**config.mk**
```make
export PLATFORM = sky130hd
export DESIGN_NAME = reset_source_combiner
export DESIGN_NICKNAME = d
export VERILOG_FILES = /design/src/core/reset_combiner_pkg.sv /design/src/core/reset_source_combiner.sv
export SDC_FILE = /design/constraint.sdc
export NUM_CORES = 1
export LEC_CHECK = 0
export ABC_AREA = 1
export BUFFER_PORTS_ARGS = -buffer_cell sky130_fd_sc_hd__buf_2
export CAP_MARGIN = 20
export CORE_ASPECT_RATIO = 0.7
export CORE_UTILIZATION = 60
export CTS_CLUSTER_SIZE = 16
export DETAILED_ROUTE_END_ITERATION = 7
export GPL_ROUTABILITY_DRIVEN = 0
export GPL_TIMING_DRIVEN = 0
export PLACE_DENSITY = 0.83
export SETUP_SLACK_MARGIN = 0.15
export SYNTH_ARGS = -nofsm -noshare
export SYNTH_HDL_FRONTEND = slang
export SYNTH_SLANG_ARGS = --single-unit
```
**constraint.sdc**
```tcl
create_clock -name aclk -period 4.1 [get_ports aclk]
set_input_delay 0.82 -clock aclk [delete_from_list [all_inputs] [get_ports aclk]]
set_output_delay 0.82 -clock aclk [all_outputs]
set_load 0.05 [all_outputs]
```
**src/core/reset_combiner_pkg.sv**
```systemverilog
// Package: register map, field layout, reset values and enums
// for the reset source combiner. Assumes a 32-bit AXI4-Lite bus.
package reset_combiner_pkg;

    localparam int ADDR_W = 8;
    localparam int NCAUSE = 9;

    // Register byte offsets
    localparam logic [7:0] OFF_STATUS  = 8'h00;
    localparam logic [7:0] OFF_OSC     = 8'h04;
    localparam logic [7:0] OFF_RTC_CAL = 8'h08;
    localparam logic [7:0] OFF_NVM_CTL = 8'h0c;
    localparam logic [7:0] OFF_CONTROL = 8'h10;
    localparam logic [7:0] OFF_IRQ_ST  = 8'h14;
    localparam logic [7:0] OFF_IRQ_MSK = 8'h18;
    localparam logic [7:0] OFF_SCRATCH = 8'h1c;
    localparam logic [7:0] OFF_STATE   = 8'h20;

    // Cause bit positions in status and interrupt registers
    localparam int BIT_BROWNOUT = 0;
    localparam int BIT_POWER_ON = 1;
    localparam int BIT_EXT_PIN  = 2;
    localparam int BIT_SW_INSTR = 3;
    localparam int BIT_WATCHDOG = 4;
    localparam int BIT_CFG_MIS  = 5;
    localparam int BIT_TRAP     = 6;
    localparam int BIT_ILL_OP   = 7;
    localparam int BIT_UNINIT_W = 8;

    // Oscillator control fields
    localparam int OSC_SEL_LSB  = 0;
    localparam int OSC_SEL_W    = 3;
    localparam int OSC_FAIL_BIT = 3;
    localparam logic [2:0] OSC_SEL_FAST_RC = 3'h0;

    // Control register fields
    localparam int CTL_MON_EN_BIT = 0;

    // Reset values
    localparam logic [8:0]  STATUS_POR_VALUE = 9'h003;
    localparam logic [15:0] RTC_CAL_RESET    = 16'h0000;
    localparam logic [15:0] NVM_CTL_RESET    = 16'h0000;
    localparam logic [8:0]  IRQ_MSK_RESET    = 9'h000;

    localparam logic [1:0] RESP_OKAY   = 2'h0;
    localparam logic [1:0] RESP_SLVERR = 2'h2;

    typedef enum logic [1:0] {
        SEQ_HOLD      = 2'b00,
        SEQ_WAIT_CLK  = 2'b01,
        SEQ_RUN       = 2'b11
    } seq_state_t;

    typedef struct packed {
        logic [ADDR_W-1:0] addr;
        logic              valid;
    } axi_addr_t;

    typedef struct packed {
        logic [31:0] data;
        logic [3:0]  strb;
        logic        valid;
    } axi_wdata_t;

endpackage

```
**src/core/reset_source_combiner.sv**
```systemverilog
// Reset source combiner: merges nine reset causes into one master
// reset, records causes, applies type-dependent register resets and
// gates core start on a valid clock. Assumes aresetn is power-on reset.
//
// The AXI4-Lite interface to the registers and the register addresses were chosen for this implementation.
`timescale 1ns/1ns

module reset_source_combiner
    import reset_combiner_pkg::*;
(
    input  wire logic              aclk,
    input  wire logic              aresetn,
    input  wire logic              external_reset_pin,
    input  wire logic              software_reset_instruction,
    input  wire logic              watchdog_timeout_cause,
    input  wire logic              brownout_reset_cause,
    input  wire logic              config_mismatch_cause,
    input  wire logic              trap_conflict_cause,
    input  wire logic              illegal_opcode_cause,
    input  wire logic              uninit_wreg_cause,
    input  wire logic [2:0]        initial_oscillator_select,
    input  wire logic              clock_source_valid,
    input  wire logic [ADDR_W-1:0] s_axi_awaddr,
    input  wire logic              s_axi_awvalid,
    output logic                   s_axi_awready,
    input  wire logic [31:0]       s_axi_wdata,
    input  wire logic [3:0]        s_axi_wstrb,
    input  wire logic              s_axi_wvalid,
    output logic                   s_axi_wready,
    output logic [1:0]             s_axi_bresp,
    output logic                   s_axi_bvalid,
    input  wire logic              s_axi_bready,
    input  wire logic [ADDR_W-1:0] s_axi_araddr,
    input  wire logic              s_axi_arvalid,
    output logic                   s_axi_arready,
    output logic [31:0]            s_axi_rdata,
    output logic [1:0]             s_axi_rresp,
    output logic                   s_axi_rvalid,
    input  wire logic              s_axi_rready,
    output logic                   master_system_reset,
    output logic                   core_run_enable,
    output logic                   fast_rc_selected,
    output logic                   irq
);

    typedef struct packed {
        seq_state_t  seq;
        logic        mrst;
        logic        run;
        logic        fast_internal_rc_oscillator;
        logic        irq;
        logic [8:0]  status;
        logic [2:0]  osc_sel;
        logic        osc_fail;
        logic [15:0] rtc_cal;
        logic [15:0] nvm_ctl;
        logic        mon_en;
        logic [8:0]  irq_st;
        logic [8:0]  irq_msk;
        logic [31:0] scratch;
        axi_addr_t   aw;
        axi_wdata_t  w;
        logic        awready;
        logic        wready;
        logic        bvalid;
        logic [1:0]  bresp;
        logic        arready;
        logic        rvalid;
        logic [31:0] rdata;
        logic [1:0]  rresp;
    } state_t;

    state_t st;
    state_t next_st;

    logic [NCAUSE-1:0] cause;

    ////////////////////////////////////////////////////////////////////
    // Cause vector, power-on is taken by aresetn itself

    always_comb begin
        cause                = '0;
        cause[BIT_EXT_PIN]   = external_reset_pin;
        cause[BIT_SW_INSTR]  = software_reset_instruction;
        cause[BIT_WATCHDOG]  = watchdog_timeout_cause;
        cause[BIT_BROWNOUT]  = brownout_reset_cause;
        cause[BIT_CFG_MIS]   = config_mismatch_cause;
        cause[BIT_TRAP]      = trap_conflict_cause;
        cause[BIT_ILL_OP]    = illegal_opcode_cause;
        cause[BIT_UNINIT_W]  = uninit_wreg_cause;
    end

    ////////////////////////////////////////////////////////////////////
    // Byte-lane merge

    function automatic logic [31:0] merge_lanes(
        input logic [31:0] old_v,
        input logic [31:0] new_v,
        input logic [3:0]  strb
    );
        logic [31:0] res;
        res = old_v;
        for (int i = 0; i < 4; i++) begin
            if (strb[i]) begin
                res[i*8 +: 8] = new_v[i*8 +: 8];
            end
        end
        return res;
    endfunction

    function automatic logic mapped(input logic [ADDR_W-1:0] a);
        logic ok;
        ok = (a == OFF_STATUS) || (a == OFF_OSC) || (a == OFF_RTC_CAL)
          || (a == OFF_NVM_CTL) || (a == OFF_CONTROL)
          || (a == OFF_IRQ_ST) || (a == OFF_IRQ_MSK)
          || (a == OFF_SCRATCH) || (a == OFF_STATE);
        return ok;
    endfunction

    ////////////////////////////////////////////////////////////////////
    // Next state

    always_comb begin
        logic        any_cause;
        logic        do_write;
        logic [31:0] wv;
        logic [8:0]  status_w;
        logic [8:0]  irq_st_w;
        next_st   = st;
        any_cause = |cause;
        do_write  = 1'b0;
        wv        = '0;
        status_w  = st.status;
        irq_st_w  = st.irq_st;

        // Write channels taken in either order
        if (s_axi_awvalid && st.awready) begin
            next_st.aw.addr  = s_axi_awaddr;
            next_st.aw.valid = 1'b1;
        end
        if (s_axi_wvalid && st.wready) begin
            next_st.w.data  = s_axi_wdata;
            next_st.w.strb  = s_axi_wstrb;
            next_st.w.valid = 1'b1;
        end
        if (st.bvalid && s_axi_bready) begin
            next_st.bvalid = 1'b0;
        end
        // Response waits until both halves are in
        if (st.aw.valid && st.w.valid && !st.bvalid) begin
            do_write         = 1'b1;
            next_st.aw.valid = 1'b0;
            next_st.w.valid  = 1'b0;
            next_st.bvalid   = 1'b1;
            next_st.bresp    = mapped(st.aw.addr) ? RESP_OKAY
                                                  : RESP_SLVERR;
        end

        // Register writes; status bits are plain storage
        if (do_write) begin
            case (st.aw.addr)
                OFF_STATUS: begin
                    wv       = merge_lanes({23'h0, st.status},
                                           st.w.data, st.w.strb);
                    status_w = wv[8:0];
                end
                OFF_OSC: begin
                    wv = merge_lanes({28'h0, st.osc_fail, st.osc_sel},
                                     st.w.data, st.w.strb);
                    next_st.osc_sel  = wv[OSC_SEL_LSB +: OSC_SEL_W];
                    next_st.osc_fail = wv[OSC_FAIL_BIT];
                end
                OFF_RTC_CAL: begin
                    wv = merge_lanes({16'h0, st.rtc_cal},
                                     st.w.data, st.w.strb);
                    next_st.rtc_cal = wv[15:0];
                end
                OFF_NVM_CTL: begin
                    wv = merge_lanes({16'h0, st.nvm_ctl},
                                     st.w.data, st.w.strb);
                    next_st.nvm_ctl = wv[15:0];
                end
                OFF_CONTROL: begin
                    wv = merge_lanes({31'h0, st.mon_en},
                                     st.w.data, st.w.strb);
                    next_st.mon_en = wv[CTL_MON_EN_BIT];
                end
                OFF_IRQ_ST: begin
                    wv = merge_lanes(32'h0, st.w.data, st.w.strb);
                    irq_st_w = st.irq_st & ~wv[8:0];
                end
                OFF_IRQ_MSK: begin
                    wv = merge_lanes({23'h0, st.irq_msk},
                                     st.w.data, st.w.strb);
                    next_st.irq_msk = wv[8:0];
                end
                OFF_SCRATCH: begin
                    next_st.scratch = merge_lanes(st.scratch,
                                                  st.w.data, st.w.strb);
                end
                default: begin
                    wv = '0;
                end
            endcase
        end

        // Hardware set wins over a same-cycle software clear
        next_st.status = status_w | cause;
        next_st.irq_st = irq_st_w | cause;

        // Read channel
        if (st.rvalid && s_axi_rready) begin
            next_st.rvalid = 1'b0;
        end
        // Read data captured with the address, held until taken
        if (s_axi_arvalid && st.arready) begin
            next_st.rvalid = 1'b1;
            next_st.rresp  = mapped(s_axi_araddr) ? RESP_OKAY
                                                  : RESP_SLVERR;
            case (s_axi_araddr)
                OFF_STATUS:  next_st.rdata = {23'h0, st.status};
                OFF_OSC:     next_st.rdata = {28'h0, st.osc_fail,
                                              st.osc_sel};
                OFF_RTC_CAL: next_st.rdata = {16'h0, st.rtc_cal};
                OFF_NVM_CTL: next_st.rdata = {16'h0, st.nvm_ctl};
                OFF_CONTROL: next_st.rdata = {31'h0, st.mon_en};
                OFF_IRQ_ST:  next_st.rdata = {23'h0, st.irq_st};
                OFF_IRQ_MSK: next_st.rdata = {23'h0, st.irq_msk};
                OFF_SCRATCH: next_st.rdata = st.scratch;
                OFF_STATE:   next_st.rdata = {29'h0, st.fast_internal_rc_oscillator, st.run,
                                              st.mrst};
                default:     next_st.rdata = 32'h0;
            endcase
        end

        // Reset sequencer
        case (st.seq)
            SEQ_HOLD: begin
                next_st.run = 1'b0;
                if (!any_cause) begin
                    next_st.mrst = 1'b0;
                    next_st.seq  = SEQ_WAIT_CLK;
                    // Monitor looks at the clock at release
                    if (st.mon_en && !clock_source_valid) begin
                        next_st.osc_sel  = OSC_SEL_FAST_RC;
                        next_st.osc_fail = 1'b1;
                        next_st.fast_internal_rc_oscillator      = 1'b1;
                    end
                    // Enable dropped once the release check is done
                    next_st.mon_en = 1'b0;
                end
            end
            SEQ_WAIT_CLK: begin
                // Clock may still be starting here
                if (clock_source_valid || st.fast_internal_rc_oscillator) begin
                    next_st.run = 1'b1;
                    next_st.seq = SEQ_RUN;
                end
            end
            SEQ_RUN: begin
                next_st.run = 1'b1;
            end
            default: begin
                next_st.seq = SEQ_HOLD;
            end
        endcase

        // Any source forces master reset, overriding the sequencer
        if (any_cause) begin
            next_st.mrst    = 1'b1;
            next_st.run     = 1'b0;
            next_st.seq     = SEQ_HOLD;
            next_st.fast_internal_rc_oscillator     = 1'b0;
            // Monitor enable kept so the release check still sees it
            // and the sequencer drops it afterwards
            next_st.osc_sel = initial_oscillator_select;
            // rtc_cal, nvm_ctl and scratch kept on this reset
        end
        if (next_st.osc_sel != OSC_SEL_FAST_RC) begin
            next_st.fast_internal_rc_oscillator = 1'b0;
        end

        // Handshake readiness for the next cycle
        next_st.awready = !next_st.aw.valid && !next_st.bvalid;
        next_st.wready  = !next_st.w.valid && !next_st.bvalid;
        next_st.arready = !next_st.rvalid;
        // Registered level of unmasked sticky bits
        next_st.irq     = |(next_st.irq_st & next_st.irq_msk);
    end

    ////////////////////////////////////////////////////////////////////
    // State register; aresetn acts as power-on reset

    always_ff @(posedge aclk) begin
        if (!aresetn) begin
            st          <= '0;
            st.seq      <= SEQ_HOLD;
            st.mrst     <= 1'b1;
            st.status   <= STATUS_POR_VALUE;
            st.irq_st   <= STATUS_POR_VALUE;
            st.irq_msk  <= IRQ_MSK_RESET;
            st.rtc_cal  <= RTC_CAL_RESET;
            st.nvm_ctl  <= NVM_CTL_RESET;
            st.osc_sel  <= OSC_SEL_FAST_RC;
            st.osc_fail <= 1'b0;
        end else begin
            st <= next_st;
        end
    end

    // Power-on leaves the fast RC select in place; the configured
    // select is loaded only when a reset source fires, since the
    // reset branch may assign constants only. Calibration and
    // nonvolatile control are cleared here and nowhere else.

    assign s_axi_awready       = st.awready;
    assign s_axi_wready        = st.wready;
    assign s_axi_bvalid        = st.bvalid;
    assign s_axi_bresp         = st.bresp;
    assign s_axi_arready       = st.arready;
    assign s_axi_rvalid        = st.rvalid;
    assign s_axi_rdata         = st.rdata;
    assign s_axi_rresp         = st.rresp;
    assign master_system_reset = st.mrst;
    assign core_run_enable     = st.run;
    assign fast_rc_selected    = st.fast_internal_rc_oscillator;
    assign irq                 = st.irq;

endmodule // reset_source_combiner

```
Yosys cells after proc, flatten, opt, wreduce, memory -nomap -nowiden
Index checks and enable logic that the tools add are counted.
{"block": "word_totals", "register_bits": 189, "in_bits": 71, "word_cells": 165}
{"block": "op_classes", "eq_ne": 19, "n_mux": 54, "reduce_logical": 53, "n_bitwise": 7}
{"op": "32-bit one-hot mux with 9 select lines", "n": 1}
{"op": "8-bit 2-to-1 mux", "n": 13}
{"op": "8-bit by 5-bit equality test with 1-bit output, second input constant", "n": 8}
{"op": "9-bit 2-to-1 mux", "n": 5}
{"op": "41-bit 2-to-1 mux", "n": 1}
{"op": "37-bit 2-to-1 mux", "n": 1}
{"op": "35-bit 2-to-1 mux", "n": 1}
{"op": "8-bit by 4-bit equality test with 1-bit output, second input constant", "n": 4}
{"op": "16-bit 2-to-1 mux", "n": 2}
{"op": "32-bit 2-to-1 mux", "n": 1}
{"op": "3-bit AND reduction", "n": 8}
{"op": "4-bit 2-to-1 mux", "n": 5}
{"op": "9-bit bitwise AND", "n": 2}
{"op": "9-bit bitwise OR", "n": 2}
{"op": "9-bit OR reduction", "n": 2}
{"op": "1-bit logical OR", "n": 17}
{"op": "1-bit 2-to-1 mux", "n": 17}
{"op": "8-bit by 3-bit equality test with 1-bit output, second input constant", "n": 2}
{"op": "8-bit by 6-bit equality test with 1-bit output, second input constant", "n": 2}
{"op": "8-bit logical NOT", "n": 2}
{"op": "1-bit logical AND", "n": 10}
{"op": "10-bit OR reduction", "n": 1}
{"op": "9-bit inverter", "n": 1}
{"op": "8-bit OR reduction", "n": 1}
{"op": "other kinds (12)", "n": 24}

Depth between registers and ports, before layout
{"block": "depth", "ltp_word": 13, "ltp_mapped": 12, "depth_no_buf": 11}

Least setup slack after synthesis
No wires, ideal clock.
{"block": "synth_timing", "path_type": "input to register", "start": "input s_axi_araddr[0]", "end": "register st (netlist bit s_axi_rdata[15])", "required_time_ns": 4.030, "arrival_ns": 1.897, "cell_stages": 10, "path_slack_ns": 2.132, "n_path_buf": 1, "setup_ns": 0.070, "path_cell_list": "inv_1 -> nand2_1 -> nor3_4 -> nand2_4 -> clkinv_2 -> buf_6 -> nand2_1 -> nand3_1 -> nand2_1 -> a21oi_1"}
{"block": "synth_via", "elab_chain_cells": 2, "elab_cells_between_ends": 10, "classes_between": "eq/ne: 8; mux: 1; reduce/logical: 1"}
{"item": "start: declaration", "line": "reset_source_combiner.sv:33", "text": "input wire logic [ADDR_W-1:0] s_axi_araddr,"}
{"item": "8-bit by 6-bit equality test with 1-bit output (tied with other cells)", "line": "reset_source_combiner.sv:220", "text": "case (s_axi_araddr)"}
{"item": "32-bit one-hot mux with 9 select lines *", "line": "reset_source_combiner.sv:220"}
{"item": "end signal: assignment", "line": "reset_source_combiner.sv:307", "text": "st <= next_st;"}
{"item": "end: declaration", "line": "reset_source_combiner.sv:73", "text": "state_t st;"}
Every way passes the cells marked *; elsewhere a longest branch is shown, timed or not.
A chain may end at the register's enable or synchronous reset.

Worst setup path in the final report
{"block": "layout_timing", "start": "register st[78] (netlist name)", "end": "register st (netlist bit irq)"}
{"block": "layout_via", "elab_chain_cells": 7, "elab_cells_between_ends": 8, "classes_between": "mux: 3; bitwise: 2; reduce/logical: 3"}
{"item": "1-bit logical AND * (2 in a row)", "line": "reset_source_combiner.sv:150", "text": "if (st.aw.valid && st.w.valid && !st.bvalid) begin"}
{"item": "1-bit 2-to-1 mux *", "line": "reset_source_combiner.sv:150"}
{"item": "9-bit 2-to-1 mux", "line": "reset_source_combiner.sv:160", "text": "if (do_write) begin"}
{"item": "9-bit bitwise OR", "line": "reset_source_combiner.sv:209", "text": "next_st.irq_st = irq_st_w | cause;"}
{"item": "9-bit bitwise AND *", "line": "reset_source_combiner.sv:288", "text": "next_st.irq = |(next_st.irq_st & next_st.irq_msk);"}
{"item": "9-bit OR reduction *", "line": "reset_source_combiner.sv:288"}
Marked as above.

==> key figures <==
Clock tree
  – CTS H-tree depth: 4
  – TritonCTS Sinks: 187
  – CTS tree: built
  – Clk Latency, worst-skew pair: 0.43 ns
  – CTS clk-pin slew, worst paths: 0.07 ns
  – Post-CTS Setup Bufs: 0
  – Clock buffer count from CTS: 17
  – Clock Root Buffer: clkbuf_16
  – Hold buffers post-CTS: 0
  – Maximum clock insertion buffer count: 2
  – CTS resizes: 0

Synth
  – Mapped Cells: 1,123
  – Multiplexer share of the synthesized area: 0%
  – Compound-cell area share of the yosys netlist: 15.7%
  – Main combinational cell family by area after synthesis: simple AND/OR/NAND/NOR gates
  – Avg Inst Size Synth: 7.16 µm²
  – Post-synthesis xor/xnor area fraction: 0%
  – Netlist cell types: 37
  – Yosys top cell by area: dfxtp_1
  – Top cell type's share of synthesized area: 46.5%
  – Area contributors post-synth: dfxtp_1 47%, nand2_1 12%, nor2_1 7.8%
  – Cell Area, Synth: 0.00804 mm²
  – Register bit total from synthesis: 187
  – Sequential area share after synthesis: 46.5%
  – Post-Synth Adder-Cell Area: 0%
  – Simple-gate share of the synthesized area: 28.1%
  – Yosys warns: 0

Cells and area
  – Nets@finish: 1,327
  – Area Overhead vs Synth: 17.6%
  – Non-Filler Instances: 1,431
  – Ant. Diodes: 0
  – Commonest non-fill, non-tap cell in the layout: nand2_1
  – Most frequent cells in the layout: 255 x nand2_1, 187 x dfxtp_1, 168 x nor2_1
  – Share of cells above drive strength 1: 17.7%
  – Fin area: 0.00946 mm²

Timing
  – Post-route clock skew: 0.00787 ns
  – Final Critical Period: 2.27 ns
  – Final slew viol count: 0
  – Setup-failing EPs final: 0
  – Max-slew headroom: 48.4%
  – Final TNS setup: 0 ns
  – Unrepaired setup endpoints after global routing: false
  – Tcrit/Tclk final: 55.4%
  – Final Hold Viols: 0
  – Peak Freq: 0.440 GHz
  – Worst-Margin Slew: 0.771 ns

Die
  – Die area: 0.0139 mm²
  – Initial core utilization: 63.0%
  – Top-Level Pins: 116
  – Placeable Area: 0.0128 mm²
  – Die Height: 98.9 µm
  – FP Rows: 34
  – Die W: 140 µm

Detailed routing
  – Detailed router's first-iteration violation count: 1,092
  – Post-DRT Antenna Nets: 0
  – Detailed-router iteration count before antenna repair: 8
  – DRC: 0
  – Vias per Instance: 5.65
  – DR WL/cell: 16.7 µm
  – Via count: 8,091
  – Final WL: 23.9 mm

Global routing
  – Wire length of the first global-routing pass: 37.4 mm
  – Global route overflow: 0
  – Initial antenna violation count: 0
  – Largest net degree at the start of global routing: 17
  – Vias in the first global route: 7,158
  – GRT Resource Usage Total: 35.3%

Critical path
  – CP Launch Type: register
  – CP Data Required Time: 4.38 ns
  – Worst Path Max Fanout: 6
  – Setup crit end kind: register
  – WS Path Type: register to register
  – Critical Path AT: 2.55 ns

Placement
  – PortBufs: 113
  – Final HPWL DP: 17.0 mm
  – Placed cell area: 0.00881 mm²
  – Dpl cells: 1,399

Flow run
  – Number of max-cap violations: 0

Power and ir drop
  – Leak: 0.00413 µW
  – VDD IR max: 0.327 mV
  – P per Cell Area: 427 mW/mm²

Status
  – Run status: completed

Worst hold path
  – Tightest Hold Check Type: register to register
routing by layer:
metal | part of all wire (%) | routed length (µm) | global-route usage (%) | vias to the layer above
met4 | 2.1 | 513 | 10.5 | 0
met1 | 42 | 10000 | 50.2 | 3629
met5 | 0 | 0 | 0 | -
li1 | - | - | - | 3880
met2 | 41 | 9690 | 50.2 | 526
met3 | 15 | 3660 | 12.2 | 56
logic make-up (layout without fill, tap and decap cells):
| group | after synthesis | after routing |
|---|---|---|
| buffers and inverters | 162 | 307 |
| AOI/OAI and AO/OA | 244 | 244 |
| DFF | 187 | 187 |
| and+or+nand+nor | 529 | 529 |
| other | 1 | 2 |
cell type report:
cell class,count,area (µm²)
Clock buffer,19,433
Buffer,81,465
Timing Repair Buffer,113,566
Tap cell,162,203
Clock inverter,13,211
Fill cell,1054,3300
Inverter,81,307
Sequential cell,187,3740
Multi-Input combinational cell,775,3530
power breakdown:
group          switching, µW  total, µW  leakage [µW]  internal [µW]
Combinational            216        306       0.00230           90.3
Sequential              45.5       1910       0.00152           1870
Clock                    728       1820      0.000312           1090
Total                    989       4040       0.00413           3050
flip-flops by register name (all words and copies together) (netlist names):
register	flops
s_axi_awready	1
s_axi_rdata	32
st	144
fast_rc_selected	1
s_axi_wready	1
s_axi_bresp	1
core_run_enable	1
s_axi_bvalid	1
s_axi_rvalid	1
s_axi_rresp	1
master_system_reset	1
irq	1
s_axi_arready	1
path summary, 6_finish.rpt:
path	startpoint	endpoint	slack [ns]	cells past startpoint
max reg2reg	st[78]	irq	1.83	11
min reg2reg	st[94]	st[94]	0.45	2
max	st[78]	irq	1.83	11
min	st[94]	st[94]	0.45	2
cell usage after synthesis:
| cell | count |
|---|---|
| a211oi_1 | 5 |
| a21oi_1 | 111 |
| a21oi_2 | 1 |
| a221o_1 | 1 |
| a221oi_1 | 2 |
| a22oi_1 | 1 |
| buf_2 | 6 |
| buf_4 | 39 |
| buf_6 | 1 |
| clkbuf_1 | 35 |
| clkinv_1 | 2 |
| clkinv_2 | 2 |
| conb_1 | 1 |
| dfxtp_1 | 187 |
| inv_1 | 68 |
| inv_2 | 9 |
| nand2_1 | 255 |
| nand2_4 | 3 |
| nand3_1 | 71 |
| nand3_2 | 3 |
| nand3_4 | 1 |
| nand3b_1 | 1 |
| nand4_1 | 6 |
| nor2_1 | 168 |
| nor2_2 | 5 |
| nor2_4 | 8 |
| nor3_1 | 2 |
| nor3_2 | 2 |
| nor3_4 | 1 |
| nor4_1 | 2 |
| o211ai_1 | 1 |
| o21a_1 | 1 |
| o21ai_0 | 118 |
| o22ai_1 | 1 |
| o311ai_0 | 1 |
| o31ai_1 | 1 |
| or2_4 | 1 |
worst max-delay path, stage by stage (launching register included):
cell     delay, ns
dfxtp_1       0.42
nand2_1       0.09
nor2_2        0.16
nand2_1       0.25
nor2_1        0.53
nand2_1       0.09
nand2_1       0.10
nand2_1       0.06
nand2_1       0.07
nand2_1       0.05
nor2_1        0.16
a21oi_1       0.11
through the flow:
step           hold WS (ns)  total power (µW)  util (%)  worst slack (ns)
6_report              0.453              4040      74.1              1.83
5_1_grt               0.464              4150      74.1              1.75
4_1_cts               0.450              4020      74.1              1.97
3_5_place_dp          0.441              2250      69.1              1.54
3_3_place_gp          0.436              2240      69.1              1.55
2_1_floorplan         0.425              2130         -              2.13
Power figures use the tool's default switching activity.
